<file path="config.mk">
export PLATFORM = sky130hd
export DESIGN_NAME = urf_user_regs
export DESIGN_NICKNAME = d
export VERILOG_FILES = /design/src/urf_pkg.sv /design/src/urf_mem_if.sv /design/src/urf_mem.sv /design/src/urf_user_regs.sv
export SDC_FILE = /design/constraint.sdc
export NUM_CORES = 2
export LEC_CHECK = 0
export BUFFER_PORTS_ARGS = -buffer_cell sky130_fd_sc_hd__buf_4
export CORE_AREA = 2 2 744 746
export CTS_CLUSTER_DIAMETER = 40
export DETAILED_ROUTE_END_ITERATION = 12
export DIE_AREA = 0 0 746 748
export GPL_TIMING_DRIVEN = 1
export MAX_ROUTING_LAYER = met4
export PLACE_DENSITY = 0.51
export SLEW_MARGIN = 20
export SYNTH_ARGS = -nofsm -noshare
export SYNTH_HDL_FRONTEND = slang
export SYNTH_SLANG_ARGS = --single-unit
</file>
<file path="constraint.sdc">
create_clock -name i_mclk -period 1.65 [get_ports i_mclk]
set_clock_uncertainty 0.05 [all_clocks]
set_input_delay 0.165 -clock i_mclk [delete_from_list [all_inputs] [get_ports i_mclk]]
set_output_delay 0.165 -clock i_mclk [all_outputs]
set_load 0.01 [all_outputs]
</file>
<file path="src/urf_pkg.sv">
// constants and types shared by the user register file and its storage
package urf_pkg;

   localparam int GPR_W    = 32;
   localparam int FPR_W    = 64;
   localparam int REG_CNT  = 32;
   localparam int ADDR_W   = 5;
   localparam int GPR_RD   = 2;
   localparam int FPR_RD   = 3;
   localparam int FLD_CNT  = 8;
   localparam int FLD_W    = 4;

   // status register bit positions, bit 0 is the most significant
   localparam int B_FX  = 0;
   localparam int B_FEX = 1;
   localparam int B_VX  = 2;
   localparam int B_OX  = 3;
   localparam int B_UX  = 4;
   localparam int B_ZX  = 5;
   localparam int B_XX  = 6;
   localparam int B_VE  = 24;
   localparam int B_OE  = 25;
   localparam int B_UE  = 26;
   localparam int B_ZE  = 27;
   localparam int B_XE  = 28;

   localparam logic [0:31] STICKY_MASK  = 32'h9FF80700;
   localparam logic [0:31] EXC_MASK     = 32'h1FF80700;
   localparam logic [0:31] VX_MASK      = 32'h01F80700;
   localparam logic [0:31] SUMMARY_MASK = 32'h60000000;
   localparam logic [0:31] NONSTK_MASK  = 32'h0007F000;
   localparam logic [0:31] FPCC_MASK    = 32'h0000F000;
   localparam logic [0:31] RESV_MASK    = 32'h00000800;
   localparam logic [0:31] STATUS_MASK  = 32'hFFFFFF00;
   localparam logic [0:31] CTRL_MASK    = 32'h000000FF;
   localparam logic [0:31] FX_MASK      = 32'h80000000;
   localparam logic [0:31] FLD0_MASK    = 32'hF0000000;

   // single to double conversion
   localparam logic [10:0] SP_TO_DP_BIAS = 11'h380;
   localparam logic [7:0]  SP_EXP_MAX    = 8'hFF;
   localparam logic [10:0] DP_EXP_MAX    = 11'h7FF;

   localparam logic [2:0] CR_FLD_RST  = 3'h0;
   localparam logic [3:0] CR_DATA_RST = 4'h0;

   typedef enum logic [2:0] {
      URF_OP_NONE  = 3'b000,
      URF_OP_FIELD = 3'b001,
      URF_OP_IMM   = 3'b011,
      URF_OP_CLR   = 3'b010,
      URF_OP_SET   = 3'b110,
      URF_OP_COPY  = 3'b111
   } urf_fs_op_t;

endpackage : urf_pkg

</file>
<file path="src/urf_mem_if.sv">
// carrier between the register file top and its storage arrays
`timescale 1ns/1ns
interface urf_mem_if #(
   parameter int W  = 32,
   parameter int NR = 2,
   parameter int AW = 5
);
   logic          we;
   logic [AW-1:0] wa;
   logic [W-1:0]  wd;
   logic [AW-1:0] ra [NR];
   logic [W-1:0]  rd [NR];

   modport owner (output we, output wa, output wd, output ra, input rd);
   modport store (input we, input wa, input wd, input ra, output rd);
endinterface : urf_mem_if

</file>
<file path="src/urf_mem.sv">
// thirty-two entry register array, one write port, registered read ports
`timescale 1ns/1ns
module urf_mem
   import urf_pkg::*;
#(
   parameter int W  = 32,
   parameter int NR = 2,
   parameter int AW = 5
) (
   input wire logic  i_mclk,
   urf_mem_if.store  bus
);
   logic [W-1:0] cells [REG_CNT];

   // no reset on purpose: contents survive a reset
   always_ff @(posedge i_mclk) begin
      if (bus.we) begin
         cells[bus.wa] <= bus.wd;
      end
   end

   // read during write of the same entry returns the old value
   for (genvar g = 0; g < NR; g++) begin : g_rd
      always_ff @(posedge i_mclk) begin
         bus.rd[g] <= cells[bus.ra[g]];
      end
   end

endmodule : urf_mem

</file>
<file path="src/urf_user_regs.sv">
// user register set: general and floating registers, float status/control
//
// Summary of operation
// - thirty-two general registers of 32 bits hold all integer data.
// - general registers are chosen only by instruction operand fields.
// - thirty-two floating registers of 64 bits, chosen by operand fields.
// - floating registers always hold double format, singles are widened.
// - arithmetic results go to floating registers, compares to condition fields.
// - operation status lands in status/condition only at writeback.
// - status bits 0..23 are status, bits 24..31 are control.
// - bits 0..12 and 21..23 sticky except summaries 1,2; 13..20 not.
// - sticky bits stay set until a field move, immediate, copy or clear.
// - both summaries are ORs and are never written directly.
// - a new zero-to-one exception flag also sets the exception summary.
// - enabled summary is OR of each flag ANDed with its enable.
// - invalid summary is OR of all invalid-operation flags.
// - reserved bits ignore writes and read as zero.
`timescale 1ns/1ns
module urf_user_regs
   import urf_pkg::*;
(
   input  wire logic               i_mclk,
   input  wire logic               i_rst,
   input  wire logic [ADDR_W-1:0]  i_gpr_src [GPR_RD],
   input  wire logic               i_gpr_we,
   input  wire logic [ADDR_W-1:0]  i_gpr_dst,
   input  wire logic [GPR_W-1:0]   i_gpr_wdata,
   output logic      [GPR_W-1:0]   o_gpr_rdata [GPR_RD],
   input  wire logic [ADDR_W-1:0]  i_fpr_src [FPR_RD],
   input  wire logic               i_fpr_we,
   input  wire logic [ADDR_W-1:0]  i_fpr_dst,
   input  wire logic               i_fpr_single,
   input  wire logic [FPR_W-1:0]   i_fpr_wdata,
   output logic      [FPR_W-1:0]   o_fpr_rdata [FPR_RD],
   input  wire logic               i_wb_valid,
   input  wire logic               i_wb_cmp,
   input  wire logic [0:31]        i_wb_exc,
   input  wire logic               i_wb_fr,
   input  wire logic               i_wb_fi,
   input  wire logic [0:4]         i_wb_fprf,
   input  wire logic [2:0]         i_wb_crfld,
   input  wire logic [0:3]         i_wb_cc,
   input  wire urf_fs_op_t         i_fs_op,
   input  wire logic [2:0]         i_fs_fld,
   input  wire logic [0:7]         i_fs_mask,
   input  wire logic [0:31]        i_fs_data,
   input  wire logic [0:3]         i_fs_imm,
   input  wire logic [4:0]         i_fs_bit,
   output logic      [0:31]        o_float_status_control,
   output logic                    o_cr_we,
   output logic      [2:0]         o_cr_fld,
   output logic      [0:3]         o_cr_data
);

   urf_mem_if #(.W(GPR_W), .NR(GPR_RD), .AW(ADDR_W)) gpr_bus ();
   urf_mem_if #(.W(FPR_W), .NR(FPR_RD), .AW(ADDR_W)) fpr_bus ();

   // ---------------- general registers
   assign gpr_bus.we = i_gpr_we;
   assign gpr_bus.wa = i_gpr_dst;
   assign gpr_bus.wd = i_gpr_wdata;
   for (genvar g = 0; g < GPR_RD; g++) begin : g_gpr_port
      assign gpr_bus.ra[g]  = i_gpr_src[g];
      assign o_gpr_rdata[g] = gpr_bus.rd[g];
   end

   urf_mem #(.W(GPR_W), .NR(GPR_RD), .AW(ADDR_W)) u_gpr (
      .i_mclk (i_mclk),
      .bus    (gpr_bus)
   );

   // ---------------- floating registers
   wire        sp_sign = i_fpr_wdata[31];
   wire [7:0]  sp_exp  = i_fpr_wdata[30:23];
   wire [22:0] sp_frac = i_fpr_wdata[22:0];
   wire        sp_zexp = (sp_exp == 8'h00);
   wire        sp_mexp = (sp_exp == SP_EXP_MAX);
   wire [10:0] dp_exp  = sp_zexp ? 11'h000 :
                         sp_mexp ? DP_EXP_MAX :
                         ({3'h0, sp_exp} + SP_TO_DP_BIAS);
   // single denormals flush to signed zero, the assist routine owns them
   wire [22:0] dp_frac = sp_zexp ? 23'h000000 : sp_frac;
   wire [FPR_W-1:0] sp_as_dp = {sp_sign, dp_exp, dp_frac, 29'h00000000};

   assign fpr_bus.we = i_fpr_we;
   assign fpr_bus.wa = i_fpr_dst;
   assign fpr_bus.wd = i_fpr_single ? sp_as_dp : i_fpr_wdata;
   for (genvar g = 0; g < FPR_RD; g++) begin : g_fpr_port
      assign fpr_bus.ra[g]  = i_fpr_src[g];
      assign o_fpr_rdata[g] = fpr_bus.rd[g];
   end

   urf_mem #(.W(FPR_W), .NR(FPR_RD), .AW(ADDR_W)) u_fpr (
      .i_mclk (i_mclk),
      .bus    (fpr_bus)
   );

   // ---------------- float status/control
   logic [0:31] float_status_control;
   logic [0:31] mtf_mask;

   for (genvar g = 0; g < FLD_CNT; g++) begin : g_fld
      assign mtf_mask[g*FLD_W +: FLD_W] = {FLD_W{i_fs_mask[g]}};
   end

   wire [4:0]  fld_sh   = {i_fs_fld, 2'b00};
   wire [0:31] fld_mask = FLD0_MASK >> fld_sh;
   wire [0:31] imm_val  = {i_fs_imm, 28'h0000000} >> fld_sh;
   wire [0:31] bit_mask = FX_MASK >> i_fs_bit;
   wire [0:31] fld_view = float_status_control << fld_sh;

   wire op_field = (i_fs_op == URF_OP_FIELD);
   wire op_imm   = (i_fs_op == URF_OP_IMM);
   wire op_clr   = (i_fs_op == URF_OP_CLR);
   wire op_set   = (i_fs_op == URF_OP_SET);
   wire op_copy  = (i_fs_op == URF_OP_COPY);

   // copy clears only the sticky exception bits of the copied field
   wire [0:31] sw_mask = op_field ? mtf_mask :
                         op_imm   ? fld_mask :
                         (op_clr || op_set) ? bit_mask :
                         op_copy  ? (fld_mask & STICKY_MASK) :
                         32'h00000000;
   wire [0:31] sw_val  = op_field ? i_fs_data :
                         op_imm   ? imm_val :
                         op_set   ? bit_mask :
                         32'h00000000;
   wire [0:31] after_sw = (float_status_control & ~sw_mask) | (sw_val & sw_mask);

   // writeback is applied after software so a same-cycle set wins
   wire [0:31] wb_keep  = i_wb_cmp ? FPCC_MASK : NONSTK_MASK;
   wire [0:31] wb_arith = {13'h0000, i_wb_fr, i_wb_fi, i_wb_fprf, 12'h000};
   wire [0:31] wb_cmpv  = {16'h0000, i_wb_cc, 12'h000};
   wire [0:31] wb_val   = i_wb_cmp ? wb_cmpv : wb_arith;
   wire [0:31] after_wb = i_wb_valid ?
                          ((after_sw & ~wb_keep) | (wb_val & wb_keep)
                           | (i_wb_exc & EXC_MASK)) :
                          after_sw;

   wire        rising   = |(after_wb & ~float_status_control & EXC_MASK);
   wire [0:31] pre      = (after_wb | (rising ? FX_MASK : 32'h00000000))
                          & ~RESV_MASK & ~SUMMARY_MASK;

   wire vx_sum  = |(pre & VX_MASK);
   wire fex_sum = (vx_sum    & pre[B_VE]) | (pre[B_OX] & pre[B_OE]) |
                  (pre[B_UX] & pre[B_UE]) | (pre[B_ZX] & pre[B_ZE]) |
                  (pre[B_XX] & pre[B_XE]);
   wire [0:31] next_float_status_control = pre | {1'b0, fex_sum, vx_sum, 29'h00000000};

   // no reset: the status register keeps its value across reset
   always_ff @(posedge i_mclk) begin
      float_status_control <= next_float_status_control;
   end

   assign o_float_status_control = float_status_control;

   // ---------------- condition field writes
   // a compare writeback wins over a copy in the same cycle
   wire         cmp_wr     = i_wb_valid && i_wb_cmp;
   wire         next_cr_we = cmp_wr || op_copy;
   wire [2:0]   next_cr_fld  = cmp_wr ? i_wb_crfld : i_fs_fld;
   wire [0:3]   next_cr_data = cmp_wr ? i_wb_cc : fld_view[0:3];

   always_ff @(posedge i_mclk or posedge i_rst) begin
      if (i_rst) begin
         o_cr_we   <= 1'b0;
         o_cr_fld  <= CR_FLD_RST;
         o_cr_data <= CR_DATA_RST;
      end else begin
         o_cr_we   <= next_cr_we;
         o_cr_fld  <= next_cr_fld;
         o_cr_data <= next_cr_data;
      end
   end

   // ---------------- assertions
   // status is unknown after power-up until a full field move loads it
   logic status_known;
   always_ff @(posedge i_mclk or posedge i_rst) begin
      if (i_rst) begin
         status_known <= 1'b0;
      end else if (op_field && i_fs_mask == 8'hFF) begin
         status_known <= 1'b1;
      end
   end

   property p_gpr_rw;
      @(posedge i_mclk) disable iff (i_rst)
      (i_gpr_we ##1 (i_gpr_src[0] == $past(i_gpr_dst) && !i_gpr_we))
      |=> (o_gpr_rdata[0] == $past(i_gpr_wdata, 2));
   endproperty
   a_gpr_rw: assert property (p_gpr_rw) else $error("gpr readback mismatch");

   property p_fpr_single;
      @(posedge i_mclk) disable iff (i_rst)
      (i_fpr_we && i_fpr_single && !sp_zexp && !sp_mexp ##1
       (i_fpr_src[0] == $past(i_fpr_dst) && !i_fpr_we))
      |=> (o_fpr_rdata[0][62:52] == ({3'h0, $past(sp_exp, 2)} + SP_TO_DP_BIAS))
          && (o_fpr_rdata[0][28:0] == 29'h00000000);
   endproperty
   a_fpr_single: assert property (p_fpr_single) else $error("single not widened");

   property p_fpr_rw;
      @(posedge i_mclk) disable iff (i_rst)
      (i_fpr_we && !i_fpr_single ##1 (i_fpr_src[2] == $past(i_fpr_dst) && !i_fpr_we))
      |=> (o_fpr_rdata[2] == $past(i_fpr_wdata, 2));
   endproperty
   a_fpr_rw: assert property (p_fpr_rw) else $error("fpr readback mismatch");

   property p_cmp_cr;
      @(posedge i_mclk) disable iff (i_rst)
      (i_wb_valid && i_wb_cmp)
      |=> (o_cr_we && o_cr_fld == $past(i_wb_crfld) && o_cr_data == $past(i_wb_cc)
           && o_float_status_control[16:19] == $past(i_wb_cc));
   endproperty
   a_cmp_cr: assert property (p_cmp_cr) else $error("compare did not reach cr");

   property p_wb_only;
      @(posedge i_mclk) disable iff (i_rst)
      (status_known && !i_wb_valid && i_fs_op == URF_OP_NONE)
      |=> (o_float_status_control == $past(o_float_status_control)) && !o_cr_we;
   endproperty
   a_wb_only: assert property (p_wb_only) else $error("status changed without writeback");

   property p_ctrl_hold;
      @(posedge i_mclk) disable iff (i_rst)
      (status_known && i_fs_op == URF_OP_NONE)
      |=> ((o_float_status_control & CTRL_MASK) == ($past(o_float_status_control) & CTRL_MASK));
   endproperty
   a_ctrl_hold: assert property (p_ctrl_hold) else $error("control bits moved");

   property p_wb_sets;
      @(posedge i_mclk) disable iff (i_rst)
      (i_wb_valid && !i_wb_cmp)
      |=> ((($past(i_wb_exc) & EXC_MASK) & ~o_float_status_control) == 32'h00000000)
          && (o_float_status_control[13:19] == {$past(i_wb_fr), $past(i_wb_fi), $past(i_wb_fprf)});
   endproperty
   a_wb_sets: assert property (p_wb_sets) else $error("writeback status lost");

   property p_sticky;
      @(posedge i_mclk) disable iff (i_rst)
      (status_known && i_fs_op == URF_OP_NONE)
      |=> ((($past(o_float_status_control) & ~o_float_status_control) & STICKY_MASK) == 32'h00000000);
   endproperty
   a_sticky: assert property (p_sticky) else $error("sticky bit dropped");

   property p_bit_clear;
      @(posedge i_mclk) disable iff (i_rst)
      (i_fs_op == URF_OP_CLR && !i_wb_valid && ((bit_mask & EXC_MASK) != 32'h00000000))
      |=> ((o_float_status_control & $past(bit_mask)) == 32'h00000000);
   endproperty
   a_bit_clear: assert property (p_bit_clear) else $error("bit clear ignored");

   property p_fx_new;
      @(posedge i_mclk) disable iff (i_rst)
      (i_wb_valid && ((i_wb_exc & EXC_MASK & ~o_float_status_control) != 32'h00000000)) |=> o_float_status_control[B_FX];
   endproperty
   a_fx_new: assert property (p_fx_new) else $error("summary not set on new flag");

   property p_fex_or;
      @(posedge i_mclk) disable iff (i_rst)
      $past(i_wb_valid || i_fs_op != URF_OP_NONE) |->
      o_float_status_control[B_FEX] == ((o_float_status_control[B_VX] & o_float_status_control[B_VE]) | (o_float_status_control[B_OX] & o_float_status_control[B_OE]) |
                         (o_float_status_control[B_UX] & o_float_status_control[B_UE]) | (o_float_status_control[B_ZX] & o_float_status_control[B_ZE]) |
                         (o_float_status_control[B_XX] & o_float_status_control[B_XE]));
   endproperty
   a_fex_or: assert property (p_fex_or) else $error("enabled summary wrong");

   property p_vx_or;
      @(posedge i_mclk) disable iff (i_rst)
      $past(i_wb_valid || i_fs_op != URF_OP_NONE) |->
      o_float_status_control[B_VX] == (|(o_float_status_control & VX_MASK));
   endproperty
   a_vx_or: assert property (p_vx_or) else $error("invalid summary wrong");

   property p_resv;
      @(posedge i_mclk) disable iff (i_rst)
      $past(i_wb_valid || i_fs_op != URF_OP_NONE) |-> ((o_float_status_control & RESV_MASK) == 32'h00000000);
   endproperty
   a_resv: assert property (p_resv) else $error("reserved bit nonzero");

   c_cmp: cover property (@(posedge i_mclk) disable iff (i_rst) i_wb_valid && i_wb_cmp);
   c_copy: cover property (@(posedge i_mclk) disable iff (i_rst) i_fs_op == URF_OP_COPY);
   c_fex: cover property (@(posedge i_mclk) disable iff (i_rst) !o_float_status_control[B_FEX] ##1 o_float_status_control[B_FEX]);
   c_race: cover property (@(posedge i_mclk) disable iff (i_rst) i_wb_valid && op_clr);

endmodule : urf_user_regs

</file>
==> flow_metrics.env <==
export IMPL_outcome="finished, violations left"
export IMPL_violations="hold timing, setup timing"
export IMPL_synth_cell_types=63
export IMPL_worst_slew_pin_slew_ps=1051
export IMPL_grt_overflow_total=0
export IMPL_htree_levels=6
export IMPL_setup_violations=603
export IMPL_start_util=0.2987
export IMPL_drive_gt1_frac=0.6141
export IMPL_grt_pass1_vias=103600
export IMPL_routabilityCongestion=0.8680
export IMPL_crit_type="input port to register"
export IMPL_critPathRequiredTime_ps=2290
export IMPL_max_freq_mhz=478.9
export IMPL_p_per_area_mw_per_mm2=1122
export IMPL_syn_inst=7354
export IMPL_use_met1=0.2828
export IMPL_grt_pass1_wl_microns=843600
export IMPL_synth_avg_cell_area_sq_um=22.36
export IMPL_cts_root_buf="clkbuf_16"
export IMPL_endpoint_kind="register"
export IMPL_setup_tns_ps=-100990
export IMPL_area_growth_syn_to_layout_pct=34.45
export IMPL_synthesis_nets=7593
export IMPL_track_usage=0.2198
export IMPL_num_io_pins=535
export IMPL_synth_warnings=0
export IMPL_synth_edff_count=3079
export IMPL_max_stage_delay_ps=870
export IMPL_drv_cap=0
export IMPL_syn_area_sq_mm=0.1644
export IMPL_die_x_microns=746
export IMPL_use_met2=0.3561
export IMPL_wl_microns=608500
export IMPL_grt_max_degree=36
export IMPL_critPathSlowestCell="dlygate4sd3_1"
export IMPL_p_switching_uw=60450
export IMPL_p_int_uw=187700
export IMPL_postLayoutCoreUtil=0.4015
export IMPL_clk_pin_slew_ps=50
export IMPL_period_needed_ps=2088
export IMPL_layout_common_cells="3079 x edfxtp_1, 2567 x mux4_2, 887 x buf_4, 672 x buf_12, 591 x clkbuf_16"
export IMPL_clk_latency_ps=1080
export IMPL_die_h_microns=748
export IMPL_drc_errors=0
export IMPL_maxSlewHeadroom=0.2968
export IMPL_cts_tree="built"
export IMPL_antenna_found_initial=31
export IMPL_synth_main_ff_cell="edfxtp_1"
export IMPL_hpwlAfterDp_microns=410500
export IMPL_drt_iter0_drc=11230
export IMPL_ys_ff_latch=3367
export IMPL_yosys_area_top_type="edfxtp_1"
export IMPL_viasPerCell=5.699
export IMPL_sw_frac_of_total=0.2436
export IMPL_path_cells="dlygate4sd3_1, buf_4, or3_4, nor2_4, buf_4, dlygate4sd3_1, buf_12"
export IMPL_yosysTopAreaCellShare=0.5622
export IMPL_seqPwrFrac=0.392
export IMPL_slew_viol_final=0
export IMPL_cts_sinks=3367
export IMPL_core_rowCount=273
export IMPL_ir_drop_v=0.001046
export IMPL_synthTopCellsByArea="edfxtp_1 56%, mux4_2 35%, dfxtp_1 3.4%"
export IMPL_combPwrFrac=0.104
export IMPL_busiest_layer="met2"
export IMPL_io_buffers=511
export IMPL_fin_nets=9764
export IMPL_antenna_left=0
export IMPL_worstPathMaxFanout=7
export IMPL_vias=98780
export IMPL_dieArea_sq_mm=0.5580
export IMPL_min_period_over_period=1.266
export IMPL_leakagePower_uw=0.07117
export IMPL_finalHoldViolCount=90
export IMPL_hold_ws_ps=-242.6
export IMPL_design_core_area_sq_mm=0.5506
export IMPL_ys_seq_area_frac=0.5975
export IMPL_drtPass1Iterations=8
export IMPL_start_kind="input port"
export IMPL_rsz0062_at_grt="true"
export IMPL_async_reset_ff_frac=0.002376
export IMPL_hold_path_class="input port to register"
export IMPL_clock_path_buffers=4
export IMPL_wl_per_cell_microns=35.11
export IMPL_pwr_share_clk=0.503
export IMPL_layout_setup_ws_ps=-438.2
export IMPL_cp_num_buf_inv=5
export IMPL_worstPathArrival_ps=2730
export IMPL_mostFrequentLayoutCell="edfxtp_1"
export IMPL_cts_buffers=585
export IMPL_pre_cts_ws_ps=-1157
export IMPL_use_met3=0.03828
export IMPL_cpLargestDelayFamily="buffers and inverters"
per-layer routing:
metal / part of all wire / vias to the layer above
li1: - / 38070
met1: 0.40 / 54520
met2: 0.49 / 5169
met3: 0.075 / 1027
met4: 0.036 / 0
met5: 0 / -
tightest hold or removal path, cell delays in order:
cell and delay [ps]:
buf_4 100, a221oi_2 70, o2111ai_2 100, nor4b_4 50, buf_4 130, nand4_1 110, or4_4 140
kinds of logic after synthesis:
group	count (synthesis)	synth area share
flip-flops	3367	0.5975
multiplexers	2858	0.3714
buffers and inverters	669	0.01548
AND/OR/NAND/NOR	309	0.009823
AO/OA/AOI/OAI	150	0.005760
other	1	0.00002280
worst paths after layout:
path | startpoint | cells after the start | endpoint | slack [ps]
worst max-delay path | i_fpr_dst[4] | 7 | u_fpr.cells[0][18] | -440
worst min-delay path | i_fs_data[9] | 7 | o_float_status_control[2] | -240
worst max register to register | o_float_status_control[28] | 5 | o_float_status_control[1] | -420
worst min register to register | o_float_status_control[7] | 3 | o_float_status_control[7] | 580
max in group asynchronous | i_rst | 4 | o_cr_data[1] | 1210
min in group asynchronous | i_rst | 4 | o_cr_data[0] | 100
stage by stage:
step           power (uW)  hold WS, ps  cell area, sq um  instances
2_1_floorplan      110300       -69.34            165000       7354
3_3_place_gp       122500        81.71            194200      15850
3_5_place_dp       122700        86.77            194200      15850
4_1_cts            250200       -324.9            220600      17300
5_1_grt            255200       -259.7            221100      17330
6_report           248200       -242.6            221100      17330
cell type report:
type	instances	area, sq um
clock buffers	667	15330
multi-input cells	3318	65250
diodes	23	57.56
repair buffers	2223	27250
inverters	30	112.6
flip-flops and latches	3367	98900
well taps	7287	9117
fillers	48520	329500
clock inverters	418	5066
power by group through the flow:
stage	Sequential [uW]	Clock (uW)	Combinational, uW
after floorplan	98100	0	12200
after global placement	98500	0	24000
after detailed placement	98600	0	24100
after CTS	97300	127000	26000
after global routing	97400	131000	27100
final	97300	125000	25900
registers in the layout (all words and copies together) (netlist names), named ones only:
register / count
o_cr_fld: 3
u_fpr.bus.rd: 192
u_fpr.cells: 2048
o_cr_data: 4
o_float_status_control: 24
o_cr_we: 1
u_gpr.cells: 1024
u_gpr.bus.rd: 64
Yosys cell counts, types with 2 or more instances:
| cell type | number |
|---|---|
| edfxtp_1 | 3079 |
| nand2b_1 | 7 |
| a221oi_1 | 2 |
| buf_6 | 2 |
| nor3b_2 | 2 |
| or3b_2 | 6 |
| buf_1 | 219 |
| nand4b_1 | 2 |
| nand3b_1 | 18 |
| nor2b_1 | 32 |
| nor4_1 | 3 |
| or3_1 | 4 |
| o211ai_1 | 4 |
| o21ai_0 | 56 |
| a31oi_1 | 2 |
| nand4bb_1 | 2 |
| a21oi_1 | 24 |
| o22ai_1 | 13 |
| buf_2 | 12 |
| nor4bb_1 | 2 |
| or3b_1 | 3 |
| nor2_1 | 100 |
| nand3_1 | 19 |
| nand4_1 | 4 |
| nor4b_1 | 3 |
| and3_1 | 2 |
| o221ai_1 | 7 |
| dfrtp_1 | 8 |
| clkbuf_1 | 405 |
| o31ai_1 | 4 |
| o22a_1 | 2 |
| and3b_1 | 4 |
| mux4_2 | 2567 |
| and4b_1 | 4 |
| a22o_1 | 3 |
| dfxtp_1 | 280 |
| nor3_1 | 4 |
| nand2_1 | 77 |
| inv_1 | 30 |
| a21boi_0 | 3 |
| mux2i_1 | 14 |
| nor3b_1 | 7 |
| mux2_2 | 277 |
| a22oi_1 | 17 |
timing repair:
item / 4_1_cts / 5_1_grt
pin swaps: 4 / 8
hold endpoints to repair: 5253 / 304
gates cloned: 0 / 1
gates resized for setup: 870 / 97
setup buffers: 26 / 10
hold buffers: 338 / 18
endpoints found under the setup margin: 553 / 729
(Power assumes the default switching activity.)
